$ cat config.mk
export PLATFORM = sky130hd
export DESIGN_NAME = time_pulse_stamper
export DESIGN_NICKNAME = d
export VERILOG_FILES = /design/src/stamper_pkg.sv /design/src/time_pulse_stamper.sv
export SDC_FILE = /design/constraint.sdc
export NUM_CORES = 1
export LEC_CHECK = 0
export ABC_AREA = 1
export ABC_CLOCK_PERIOD_IN_PS = 12920
export BUFFER_PORTS_ARGS = -buffer_cell sky130_fd_sc_hd__buf_2
export CORE_AREA = 2 2 230 175
export DETAILED_ROUTE_END_ITERATION = 12
export DIE_AREA = 0 0 232 177
export GPL_TIMING_DRIVEN = 1
export HOLD_SLACK_MARGIN = 0.06
export PLACE_DENSITY = 0.77
export SETUP_SLACK_MARGIN = 0.4
export SLEW_MARGIN = 20
export SYNTH_ARGS = -nofsm -noshare
export SYNTH_HDL_FRONTEND = slang
export SYNTH_SLANG_ARGS = --single-unit
$ cat constraint.sdc
create_clock -name clk -period 12.92 [get_ports clk]
set_clock_uncertainty 0.2 [all_clocks]
set_input_delay 0.646 -clock clk [delete_from_list [all_inputs] [get_ports clk]]
set_output_delay 0.646 -clock clk [all_outputs]
set_load 0.005 [all_outputs]
$ cat src/stamper_pkg.sv
// Purpose: constants, types and helpers of the time pulse stamper
// Assumes: 40 MHz clock, 32-bit AXI4-Lite register bus
// Notes:   counts derived from times in their own unit
package stamper_pkg;
  // ******************************
  // Timing
  // ******************************
  localparam int CLK_PERIOD_NS = 25;
  localparam int PULSE_W_MS    = 100;
  localparam int GNSS_LOSS_MS  = 1500;
  localparam int GCNT_W        = 26;
  localparam int PCNT_W        = 22;
  localparam longint PULSE_CYC_DEF =
    (longint'(PULSE_W_MS) * 1000000) / CLK_PERIOD_NS;
  localparam longint GNSS_LOSS_DEF =
    (longint'(GNSS_LOSS_MS) * 1000000) / CLK_PERIOD_NS;
  localparam logic [29:0] NS_PER_SEC = 30'h3b9aca00;
  localparam logic [29:0] NS_HALF    = 30'h1dcd6500;
  localparam logic [29:0] NS_STEP    = 30'(CLK_PERIOD_NS);
  // ******************************
  // Register map
  // ******************************
  localparam logic [7:0] REG_CTRL   = 8'h00;
  localparam logic [7:0] REG_OFF_NS = 8'h04;
  localparam logic [7:0] REG_OFF_S  = 8'h08;
  localparam logic [7:0] REG_RPT    = 8'h0c;
  localparam logic [7:0] REG_DISC   = 8'h10;
  localparam logic [7:0] REG_TS_S   = 8'h14;
  localparam logic [7:0] REG_TS_NS  = 8'h18;
  localparam logic [7:0] REG_ISTAT  = 8'h1c;
  localparam logic [7:0] REG_IMASK  = 8'h20;
  localparam int CTRL_STEN = 4;
  localparam int IRQ_RPT = 0;
  localparam int IRQ_TS  = 1;
  localparam int IRQ_SRC = 2;
  localparam logic [1:0] RESP_OK  = 2'h0;
  localparam logic [1:0] RESP_ERR = 2'h2;
  // ******************************
  // Modes and report codes
  // ******************************
  localparam logic [1:0] MODE_OFF  = 2'h0;
  localparam logic [1:0] MODE_PPS  = 2'h1;
  localparam logic [1:0] MODE_SHOT = 2'h2;
  localparam logic [1:0] MODE_EXT  = 2'h3;
  localparam logic [2:0] OP_OFF = 3'h0;
  localparam logic [2:0] OP_RUN = 3'h4;
  localparam logic [1:0] SRC_NONE = 2'h0;
  localparam logic [1:0] SRC_GNSS = 2'h1;
  localparam logic [1:0] SRC_LTE  = 2'h2;
  localparam logic [1:0] SRC_STOP = 2'h3;
  typedef enum logic [2:0] {
    ST_IDLE  = 3'h0,
    ST_INIT  = 3'h1,
    ST_LOCAL = 3'h2,
    ST_DISC  = 3'h3,
    ST_UTC   = 3'h4,
    ST_HOLD  = 3'h5
  } state_t;
  // Report word: op[2:0], source[5:4], utc[8], result[12]
  function automatic logic [31:0] rpt_word(logic [2:0] op, logic [1:0] src,
                                           logic utc, logic res);
    rpt_word = {19'h0, res, 3'h0, utc, 2'h0, src, 1'h0, op};
  endfunction : rpt_word
  // Byte-lane merge of a bus write
  function automatic logic [31:0] wmerge(logic [31:0] o, logic [31:0] d,
                                         logic [3:0] s);
    wmerge = o;
    for (int i = 0; i < 4; i++) begin
      if (s[i]) wmerge[8*i +: 8] = d[8*i +: 8];
    end
  endfunction : wmerge
  // Pin synchroniser: [0..2] flops, [3] filtered level
  function automatic logic [3:0] sync3(logic [3:0] s, logic pin);
    sync3 = {(s[1] == s[2]) ? s[2] : s[3], s[1], s[0], pin};
  endfunction : sync3
endpackage : stamper_pkg

$ cat src/time_pulse_stamper.sv
// Purpose: local time scale, pulse output and edge stamping
// Assumes: lte_lock level and gnss_pulse from outside, synchronised here
// Notes:   one report register, later reports overwrite earlier ones
//
// How it works
// - Three host-chosen modes: pulse train, single stamped pulse, input stamps.
// - Stamp of a generated pulse is the time at its rising edge.
// - Time comes from navigation pulses or base-station lock, by availability.
// - Every timing source change raises a status report, unless a REG_CTRL write lands in the same cycle.
// - Reports only go out once the host has enabled them.
// - Report word carries operation, source, UTC flag and step result.
// - On UTC alignment the jump of local time is reported.
// - Offset in nanoseconds and seconds shifts pulses and stamps.
// - Writing both offset parts zero removes any offset.
// - Start reports initialisation with the mode number as operation.
// - On base-station lock, pulses start on local scale, code 4,2,0,0.
// - Navigation pulses align to UTC, code 4,1,1,0, then 4,1,1,1.
// - Losing navigation falls back to base station, code 4,2,1,0.
// - Stop ends pulses and stamps, while the base time scale runs on, and reports code 0,3,1,0.
//
// Implementation choices: the AXI4-Lite register port and the address map.
`timescale 1ns/1ps
module time_pulse_stamper #(
  parameter logic [stamper_pkg::PCNT_W-1:0] PULSE_CYC =
    stamper_pkg::PCNT_W'(stamper_pkg::PULSE_CYC_DEF),
  parameter logic [stamper_pkg::GCNT_W-1:0] GNSS_LOSS_CYC =
    stamper_pkg::GCNT_W'(stamper_pkg::GNSS_LOSS_DEF)
) (
  input  wire logic        clk,
  input  wire logic        rst_b,
  input  wire logic        awvalid,
  output logic             awready,
  input  wire logic [7:0]  awaddr,
  input  wire logic        wvalid,
  output logic             wready,
  input  wire logic [31:0] wdata,
  input  wire logic [3:0]  wstrb,
  output logic             bvalid,
  input  wire logic        bready,
  output logic [1:0]       bresp,
  input  wire logic        arvalid,
  output logic             arready,
  input  wire logic [7:0]  araddr,
  output logic             rvalid,
  input  wire logic        rready,
  output logic [31:0]      rdata,
  output logic [1:0]       rresp,
  input  wire logic        gnss_pulse,
  input  wire logic        lte_lock,
  input  wire logic        ext_edge,
  output logic             pulse_out,
  output logic             irq
);
  import stamper_pkg::*;

  // ******************************
  // State
  // ******************************
  typedef struct packed {
    logic [3:0]  gp;
    logic [3:0]  ll;
    logic [3:0]  ex;
    logic        gp_d;
    logic        ex_d;
    state_t      fsm;
    logic [1:0]  mode;
    logic        sten;
    logic        shot_arm;
    logic [29:0] ns;
    logic [31:0] sec;
    logic [29:0] off_ns;
    logic [31:0] off_s;
    logic [31:0] rpt;
    logic [29:0] disc;
    logic [29:0] ts_ns;
    logic [31:0] ts_s;
    logic [2:0]  ist;
    logic [2:0]  imask;
    logic        irq;
    logic [GCNT_W-1:0] gcnt;
    logic [PCNT_W-1:0] pcnt;
    logic        pout;
    logic        awrdy;
    logic        wrdy;
    logic        bvld;
    logic [1:0]  bresp;
    logic        arrdy;
    logic        rvld;
    logic [1:0]  rresp;
    logic [31:0] rdata;
    logic [7:0]  awa;
    logic [31:0] wd;
    logic [3:0]  ws;
    logic        aw_ok;
    logic        w_ok;
  } st_t;

  st_t         r_reg;
  st_t         r_next;
  logic [29:0] adj_ns;
  logic [31:0] adj_s;
  logic        gp_rise;
  logic        ex_rise;
  logic        running;
  logic        fire;
  logic        wr_go;
  logic [30:0] sum_ns;

  // ******************************
  // Offset-shifted view of time
  // ******************************
  // The offset is applied on the way out, so an offset write never moves the base scale
  assign sum_ns = {1'b0, r_reg.ns} + {1'b0, r_reg.off_ns};
  assign adj_ns = (sum_ns >= {1'b0, NS_PER_SEC}) ?
                  30'(sum_ns - {1'b0, NS_PER_SEC}) : sum_ns[29:0];
  assign adj_s  = r_reg.sec + r_reg.off_s +
                  {31'h0, sum_ns >= {1'b0, NS_PER_SEC}};
  assign gp_rise = r_reg.gp[3] & ~r_reg.gp_d;
  assign ex_rise = r_reg.ex[3] & ~r_reg.ex_d;
  assign running = r_reg.fsm inside {ST_LOCAL, ST_DISC, ST_UTC, ST_HOLD};
  // First cycle of each shifted second
  assign fire = running && (adj_ns < NS_STEP) &&
                (r_reg.mode == MODE_PPS ||
                 (r_reg.mode == MODE_SHOT && r_reg.shot_arm));
  assign wr_go = r_reg.aw_ok & r_reg.w_ok & ~r_reg.bvld;

  // ******************************
  // Next state
  // ******************************
  always_comb begin
    logic [31:0] m;
    logic [31:0] rp;
    logic        rv;
    logic [2:0]  set;
    m = '0;
    rp = '0;
    rv = 1'b0;
    set = '0;
    r_next = r_reg;
    // Three-flop pin synchronisers
    r_next.gp = sync3(r_reg.gp, gnss_pulse);
    r_next.ll = sync3(r_reg.ll, lte_lock);
    r_next.ex = sync3(r_reg.ex, ext_edge);
    r_next.gp_d = r_reg.gp[3];
    r_next.ex_d = r_reg.ex[3];
    // Free-running base time scale
    r_next.ns = r_reg.ns + NS_STEP;
    if (r_next.ns >= NS_PER_SEC) begin
      r_next.ns = r_next.ns - NS_PER_SEC;
      r_next.sec = r_reg.sec + 32'h1;
    end
    // Source tracking; gnss edges snap the scale to a whole second
    case (r_reg.fsm)
      ST_IDLE: begin
      end
      ST_INIT: if (r_reg.ll[3]) begin
        r_next.fsm = ST_LOCAL;
        rv = 1'b1;
        rp = rpt_word(OP_RUN, SRC_LTE, 1'b0, 1'b0);
        set[IRQ_SRC] = 1'b1;
      end
      ST_LOCAL, ST_HOLD: if (gp_rise) begin
        r_next.fsm = ST_DISC;
        r_next.disc = r_reg.ns;
        r_next.ns = '0;
        if (r_reg.ns >= NS_HALF) r_next.sec = r_reg.sec + 32'h1;
        r_next.gcnt = '0;
        rv = 1'b1;
        rp = rpt_word(OP_RUN, SRC_GNSS, 1'b1, 1'b0);
        set[IRQ_SRC] = 1'b1;
      end
      ST_DISC: begin
        r_next.fsm = ST_UTC;
        rv = 1'b1;
        rp = rpt_word(OP_RUN, SRC_GNSS, 1'b1, 1'b1);
      end
      ST_UTC: if (gp_rise) begin
        r_next.ns = '0;
        if (r_reg.ns >= NS_HALF) r_next.sec = r_reg.sec + 32'h1;
        r_next.gcnt = '0;
      end else if (r_reg.gcnt == GNSS_LOSS_CYC - 1) begin
        r_next.fsm = ST_HOLD;
        rv = 1'b1;
        rp = rpt_word(OP_RUN, SRC_LTE, 1'b1, 1'b0);
        set[IRQ_SRC] = 1'b1;
      end else begin
        r_next.gcnt = r_reg.gcnt + 1'b1;
      end
      default: r_next.fsm = ST_IDLE;
    endcase
    // Pulse generation, stamped at the rising edge
    if (fire) begin
      r_next.pout = 1'b1;
      r_next.pcnt = PULSE_CYC - 1'b1;
      r_next.ts_ns = adj_ns;
      r_next.ts_s = adj_s;
      if (r_reg.mode == MODE_SHOT) begin
        r_next.shot_arm = 1'b0;
        set[IRQ_TS] = 1'b1;
      end
    end else if (r_reg.pcnt != '0) begin
      r_next.pcnt = r_reg.pcnt - 1'b1;
    end else begin
      r_next.pout = 1'b0;
    end
    // External edge stamping
    if (running && r_reg.mode == MODE_EXT && ex_rise) begin
      r_next.ts_ns = adj_ns;
      r_next.ts_s = adj_s;
      set[IRQ_TS] = 1'b1;
    end
    // Bus write channels, taken in either order
    if (awvalid && r_reg.awrdy) begin
      r_next.awa = awaddr;
      r_next.aw_ok = 1'b1;
      r_next.awrdy = 1'b0;
    end
    if (wvalid && r_reg.wrdy) begin
      r_next.wd = wdata;
      r_next.ws = wstrb;
      r_next.w_ok = 1'b1;
      r_next.wrdy = 1'b0;
    end
    if (wr_go) begin
      r_next.aw_ok = 1'b0;
      r_next.w_ok = 1'b0;
      r_next.bvld = 1'b1;
      r_next.bresp = RESP_OK;
      case (r_reg.awa)
        REG_CTRL: begin
          m = wmerge({27'h0, r_reg.sten, 2'h0, r_reg.mode}, r_reg.wd, r_reg.ws);
          r_next.sten = m[CTRL_STEN];
          r_next.mode = m[1:0];
          r_next.shot_arm = (m[1:0] == MODE_SHOT);
          rv = 1'b1;
          if (m[1:0] == MODE_OFF) begin
            r_next.fsm = ST_IDLE;
            r_next.pout = 1'b0;
            r_next.pcnt = '0;
            rp = rpt_word(OP_OFF, SRC_STOP, 1'b1, 1'b0);
          end else if (r_reg.fsm == ST_IDLE) begin
            r_next.fsm = ST_INIT;
            rp = rpt_word({1'b0, m[1:0]}, SRC_NONE, 1'b0, 1'b0);
          end else begin
            rv = 1'b0;
          end
        end
        REG_OFF_NS: begin
          m = wmerge({2'h0, r_reg.off_ns}, r_reg.wd, r_reg.ws);
          if (m[29:0] < NS_PER_SEC) r_next.off_ns = m[29:0];
          else r_next.bresp = RESP_ERR;
        end
        REG_OFF_S: r_next.off_s = wmerge(r_reg.off_s, r_reg.wd, r_reg.ws);
        REG_ISTAT: r_next.ist = r_reg.ist & ~r_reg.wd[2:0] & {3{r_reg.ws[0]}} |
                                r_reg.ist & {3{~r_reg.ws[0]}};
        REG_IMASK: if (r_reg.ws[0]) r_next.imask = r_reg.wd[2:0];
        REG_RPT, REG_DISC, REG_TS_S, REG_TS_NS: begin
        end
        default: r_next.bresp = RESP_ERR;
      endcase
    end
    if (r_reg.bvld && bready) begin
      r_next.bvld = 1'b0;
      r_next.awrdy = 1'b1;
      r_next.wrdy = 1'b1;
    end
    // Bus read channel
    if (arvalid && r_reg.arrdy) begin
      r_next.arrdy = 1'b0;
      r_next.rvld = 1'b1;
      r_next.rresp = RESP_OK;
      case (araddr)
        REG_CTRL:   r_next.rdata = {27'h0, r_reg.sten, 2'h0, r_reg.mode};
        REG_OFF_NS: r_next.rdata = {2'h0, r_reg.off_ns};
        REG_OFF_S:  r_next.rdata = r_reg.off_s;
        REG_RPT:    r_next.rdata = r_reg.rpt;
        REG_DISC:   r_next.rdata = {2'h0, r_reg.disc};
        REG_TS_S:   r_next.rdata = r_reg.ts_s;
        REG_TS_NS:  r_next.rdata = {2'h0, r_reg.ts_ns};
        REG_ISTAT:  r_next.rdata = {29'h0, r_reg.ist};
        REG_IMASK:  r_next.rdata = {29'h0, r_reg.imask};
        default: begin
          r_next.rdata = '0;
          r_next.rresp = RESP_ERR;
        end
      endcase
    end
    if (r_reg.rvld && rready) begin
      r_next.rvld = 1'b0;
      r_next.arrdy = 1'b1;
    end
    // Reports are gated by the enable; a new event beats a clear
    if (rv && r_next.sten) begin
      r_next.rpt = rp;
      set[IRQ_RPT] = 1'b1;
    end
    r_next.ist = r_next.ist | set;
    r_next.irq = |(r_next.ist & r_next.imask);
  end

  // ******************************
  // Registers
  // ******************************
  always_ff @(posedge clk) begin
    if (!rst_b) begin
      r_reg <= '0;
      r_reg.awrdy <= 1'b1;
      r_reg.wrdy <= 1'b1;
      r_reg.arrdy <= 1'b1;
    end else begin
      r_reg <= r_next;
    end
  end

  assign awready   = r_reg.awrdy;
  assign wready    = r_reg.wrdy;
  assign bvalid    = r_reg.bvld;
  assign bresp     = r_reg.bresp;
  assign arready   = r_reg.arrdy;
  assign rvalid    = r_reg.rvld;
  assign rdata     = r_reg.rdata;
  assign rresp     = r_reg.rresp;
  assign pulse_out = r_reg.pout;
  assign irq       = r_reg.irq;
endmodule : time_pulse_stamper

# After elaboration in Yosys (flattened, before gate mapping)
# Cells that the tools add are included.
# totals
register_bits	412
out_inout_bits	43
wordCells	213
# op_classes
n_addsub	9
order_cmp	5
eq_ne	31
muxes	74
bitwise_logic	16
reduce_logical	36
# op_table
operator	count
$mux W62	5
$pmux W32 S9	1
$mux W32	5
$mux W23	4
$mux W26	3
$mux W8	9
$eq A8 B5 Y1 const B	8
$sub A30 B30 Y30 const B	2
$pmux W13 S4	1
$pmux W26 S2	1
$add A32 B1 Y32	1
$add A32 B1 Y32 const B	1
$add A32 B32 Y32	1
$eq A8 B4 Y1 const B	4
$add A30 B30 Y31	1
$ge A31 B30 Y1 const B	1
$add A30 B5 Y30 const B	1
$ge A30 B29 Y1 const B	1
$ge A30 B30 Y1 const B	1
$lt A30 B30 Y1 const B	1
$lt A30 B5 Y1 const B	1
$mux W30	1
$mux W6	5
$mux W3	9
other kinds (42)	103

# Depth between registers and ports, before layout
# logic_depth
word_depth	14
mapped_depth	45
mapped_depth_nobuf	43

# Worst setup path before layout
# Ideal clock, no wire load.
# synth_timing
path_kind	flip-flop to flip-flop
from	reg r_reg[361] in the netlist's numbering
to	reg r_reg[167] in the netlist's numbering
setup_time_ps	114
arrival_ps	4806
required_time_ps	12606
setup_slack_ps	7801
path_stages_with_launch	41
cell_sequence	dfxtp_1 ha_1 inv_1 fa_1 inv_1 nand3_1 nand3_1 nand2_1 nand2_1 ha_1 inv_1 nand3_1 nand3_2 nand2_1 inv_1 nand3_2 nand2_2 nand2_4 [... 5 more ...] nand2_1 a21oi_1 o21ai_0 nand2_1 nand2_1 nand2_1 nand2_1 nand2_1 nand2_1 nand2_1 nand2_1 a21oi_1 inv_1 nand2_1 o31ai_1 xor2_1 a21oi_1 nor2_1
# synth_via
elab_chain_cells	7
elab_cells_between_ends	11
cone_classes	3 x add/sub; 2 x order compare; 3 x mux; 3 x reduce/logical
# synth_rtl
item	line	text
start: declaration	time_pulse_stamper.sv:98	st_t r_reg;
start signal: assignment	time_pulse_stamper.sv:311	r_reg <= r_next;
$add A30 B30 Y31 (*)	time_pulse_stamper.sv:113	assign sum_ns = {1'b0, r_reg.ns} + {1'b0, r_reg.off_ns};
$sub A30 B30 Y30 or $ge A31 B30 Y1 (tied branches)	time_pulse_stamper.sv:115, time_pulse_stamper.sv:114, time_pulse_stamper.sv:117	
$mux W30	time_pulse_stamper.sv:114	assign adj_ns = (sum_ns >= {1'b0, NS_PER_SEC}) ?
$lt A30 B5 Y1	time_pulse_stamper.sv:122	assign fire = running && (adj_ns < NS_STEP) &&
$logic_and A1 B1 Y1 (2 in series)	time_pulse_stamper.sv:122	
$reduce_bool A2 Y1 (no line)	-	
# Mark *: on every way between the ends. The rest lies on a longest branch, timed or not. The select of a mux whose other input is x is not followed.
# A chain may end at the register's enable or synchronous reset.

# Worst setup path in the final report
# Ends and elaborated chain as after synthesis.

==> metrics.md <==
| Metric | Value |
|---|---|
| Post-route cell area | about 25000 um2 |
| Final non-filler cell total | 4084 |
| Clock transition time at the flip-flop clock pins of the worst setup and hold paths | 0.07 ns |
| CP Launch Type | register |
| Number of max-slew violations in the final report | 0 |
| Placer congestion estimate | between 1 and 1.5 |
| Post-detailed-route count of antenna-violating nets | 0 |
| Max Clk Rate | 0.1605 GHz |
| Synth Cell Area | about 23000 um2 |
| Clk sinks | roughly 390 |
| CTS tree | done |
| Power per unit of standard cell area | around 110 nW/um2 |
| Number of warnings printed during yosys synthesis | 0 |
| Detailed Route WL | between 80000 and 90000 um |
| Number of DRC markers in iteration 0 | about 3000 |
| Post-synthesis cell count | ~3500 |
| Post-CTS setup buffer count | 0 |
| Total routing resource utilization after global routing | between 30% and 40% |
| Post-CTS Hold Fix Bufs | 2 |
| Beginning of the worst hold path | lte_lock |
| CP max stage cell | sky130_fd_sc_hd__fa_1 |
| Crit path DAT | between 6 and 7 ns |
| Max cap viols | 0 |
| Starting Density | approximately 60% |
| Headroom to the max-slew limit | just over 30% |
| CP Capture Type | register |
| Total Nets Final | between 3000 and 4000 |
| Fraction of the cycle the final worst path needs | 48.21% |
| Post-synthesis sequential area ratio | between 30% and 40% |
| Via count of the first global-routing pass | roughly 21000 |
| Clock root buffer | sky130_fd_sc_hd__clkbuf_16 |
| Number of resized instances in the post-cts repair step | 0 |
| Horizontal die dimension | about 230 um |
| Io pins | approximately 110 |
| Final setup violation count | 0 |
| Post-route DRC violation count | 0 |
| Delay of the slowest cell on the worst path | 0.52 ns |
| Final number of hold-violating endpoints | 0 |
| Pleak | around 11 nW |
| Die Height | roughly 180 um |
| Largest net degree at the start of global routing | 97 |
| Status | complete, no violations |
| Post-synth ARST share | 0% |
| Crit path required time | about 13 ns |
| Setup slack, reg-to-reg | around 6.7 ns |
| Number of buffers inserted during clock tree synthesis | 39 |
| Layout Utilization | a little under two thirds |
| Minimum period implied by the final worst setup slack | 6.229 ns |
| Hold EP | r_next[405] |
| Vias after detailed routing | approximately 24000 |
| Post-DR wirelength/cell | slightly below 20 um |
| Total of buffers placed on input and output ports | just over 100 |
| Measured slew at the worst slew-check pin | 1.034 ns |
| Yosys cell types | 63 |
| Cell Count Post-Placement | ~4000 |
| Synthesized area divided by synthesized cell count | about 6.5 um2 |
| Setup CP Type | register to register |
| Drt first pass iters | 7 |
| Half-perimeter wire length after detailed placement | a little over 60000 um |
| EDFF count, synth | 0 |
| Hold slack final | a little under 0.08 ns |
| Reg-to-reg startpoint | r_reg[361] |
| Capturing point of the worst reg2reg path | r_reg[167] |
| Vias/cell | 5.874 |
| Synthesis-to-finish area growth | 8.164% |
| Worst-Skew Late Latency | about 0.57 ns |
| Hold-critical path depth | 3 |
| Antenna violations before repair | 3 |
| Synth Register Bits | ~390 |
| Setup repair after global routing missed its margin | no |
| Core ar. | roughly 40000 um2 |
| Maximum ir drop on the vdd rail | ~0.11 mV |
| Max Root-Sink Buffers | 3 |
| Main synth FF type | sky130_fd_sc_hd__dfxtp_1 |
| Area enclosed by the die boundary | between 40000 and 50000 um2 |
| Overall overflow remaining after global route | 0 |
| Maximum fanout count along the critical path | 28 |
| H-tree levels | 2 |
| Total chip power | approximately 2.8 mW |
| PnR worst setup slack | between 6 and 7 ns |
| Wire length of the first global-routing pass | between 100000 and 150000 um |
| Class of the tightest hold or removal check | primary input to register |
| CP dominant cell by count | sky130_fd_sc_hd__nand2_1 |
| Worst slack, placed | between 6 and 7 ns |
| Share of layout cells above drive strength 1 | between 7 and 8% |
| Post-placement cell area | about 23000 um2 |
| Setup_tns | 0 ns |
| Number of flip-flops in the largest register | between 300 and 400 |
| Cell depth of the worst flop-to-flop path | 38 |
| Site Rows | 63 |
[worst max-delay path, delay by kind of cell (launching register included)]
| family | cells | cell delay, ns |
|---|---|---|
| compound gates | 5 | 0.71 |
| xor+xnor | 1 | 0.15 |
| fa+ha+maj | 4 | 1.65 |
| buf+inv | 3 | 0.27 |
| flops | 1 | 0.42 |
| simple gates | 25 | 2.73 |
[area by class of cell]
cell class | count | area [um2]
fill | 3647 | 14150
multi-input combinational | 2522 | 12740
sequential | 385 | 7707
inverter | 466 | 1749
clock buffer | 50 | 1097
timing repair buffer | 120 | 656.9
tap | 520 | 650.6
clock inverter | 20 | 264.0
antenna | 1 | 2.502
[synth_stat cells, types with 18 or more instances]
cell	count	area share [%]
sky130_fd_sc_hd__nand3_1	161	3.5
sky130_fd_sc_hd__clkbuf_1	80	1.3
sky130_fd_sc_hd__nand4_1	65	1.8
sky130_fd_sc_hd__nor4_1	18	0.49
sky130_fd_sc_hd__nand3b_1	21	0.69
sky130_fd_sc_hd__dfxtp_1	385	34
sky130_fd_sc_hd__xor2_1	77	2.9
sky130_fd_sc_hd__a221oi_1	22	0.84
sky130_fd_sc_hd__nor2_1	435	7.1
sky130_fd_sc_hd__ha_1	67	3.6
sky130_fd_sc_hd__a21oi_1	293	6.4
sky130_fd_sc_hd__xnor2_1	22	0.84
sky130_fd_sc_hd__nand2_1	828	14
sky130_fd_sc_hd__a211oi_1	20	0.65
sky130_fd_sc_hd__nand2_2	21	0.57
sky130_fd_sc_hd__buf_4	40	1.3
sky130_fd_sc_hd__inv_1	452	7.4
sky130_fd_sc_hd__nor3_1	86	1.9
sky130_fd_sc_hd__o21ai_0	229	5.0
[cell usage in the layout (no fill, tap or decap), drive strengths merged, types with 66 or more instances in the layout]
master and count:
a21oi 299, buf 118, dfxtp 385, ha 67
inv 462, nand2 851, nand3 173, nand4 66
nor2 452, nor3 88, o21ai 232, xor2 77
[kinds of logic (layout without fill, tap and decap cells)]
family,count (synthesis),after routing,share of synthesized area (%)
simple gates,1688,1688,31.51
compound gates,663,663,16.13
buf+inv,620,656,11.14
flops,385,385,33.53
xor+xnor,99,99,3.772
fa+ha+maj,70,70,3.908
other cells,1,3,0.01631
[worst max path at each step]
stage / startpoint / to / slack, ns / cells after the start
2_1_floorplan: r_reg[361] / r_reg[167] / 7.80 / 40
3_3_place_gp: r_reg[361] / r_reg[167] / 6.91 / 38
3_5_place_dp: r_reg[361] / r_reg[167] / 6.84 / 38
4_1_cts: r_reg[361] / r_reg[167] / 6.83 / 38
5_1_grt: r_reg[361] / r_reg[163] / 6.16 / 38
6_report: r_reg[361] / r_reg[167] / 6.69 / 38
[layer usage]
| metal | up-vias | global-route usage [%] | routed length, um |
|---|---|---|---|
| met2 | 1315 | 54.02 | 31990 |
| met1 | 11078 | 55.39 | 35290 |
| met4 | 6 | 11.75 | 2441 |
| li1 | 11453 | - | - |
| met5 | - | 1.803 | 123 |
| met3 | 139 | 10.84 | 10260 |
[power by group]
group	total, mW	internal [mW]	switching [mW]
combinational	0.315	0.107	0.208
sequential	1.27	1.23	0.0414
clock	1.22	0.707	0.511
total	2.80	2.04	0.760
Power figures use the tool's default switching activity.
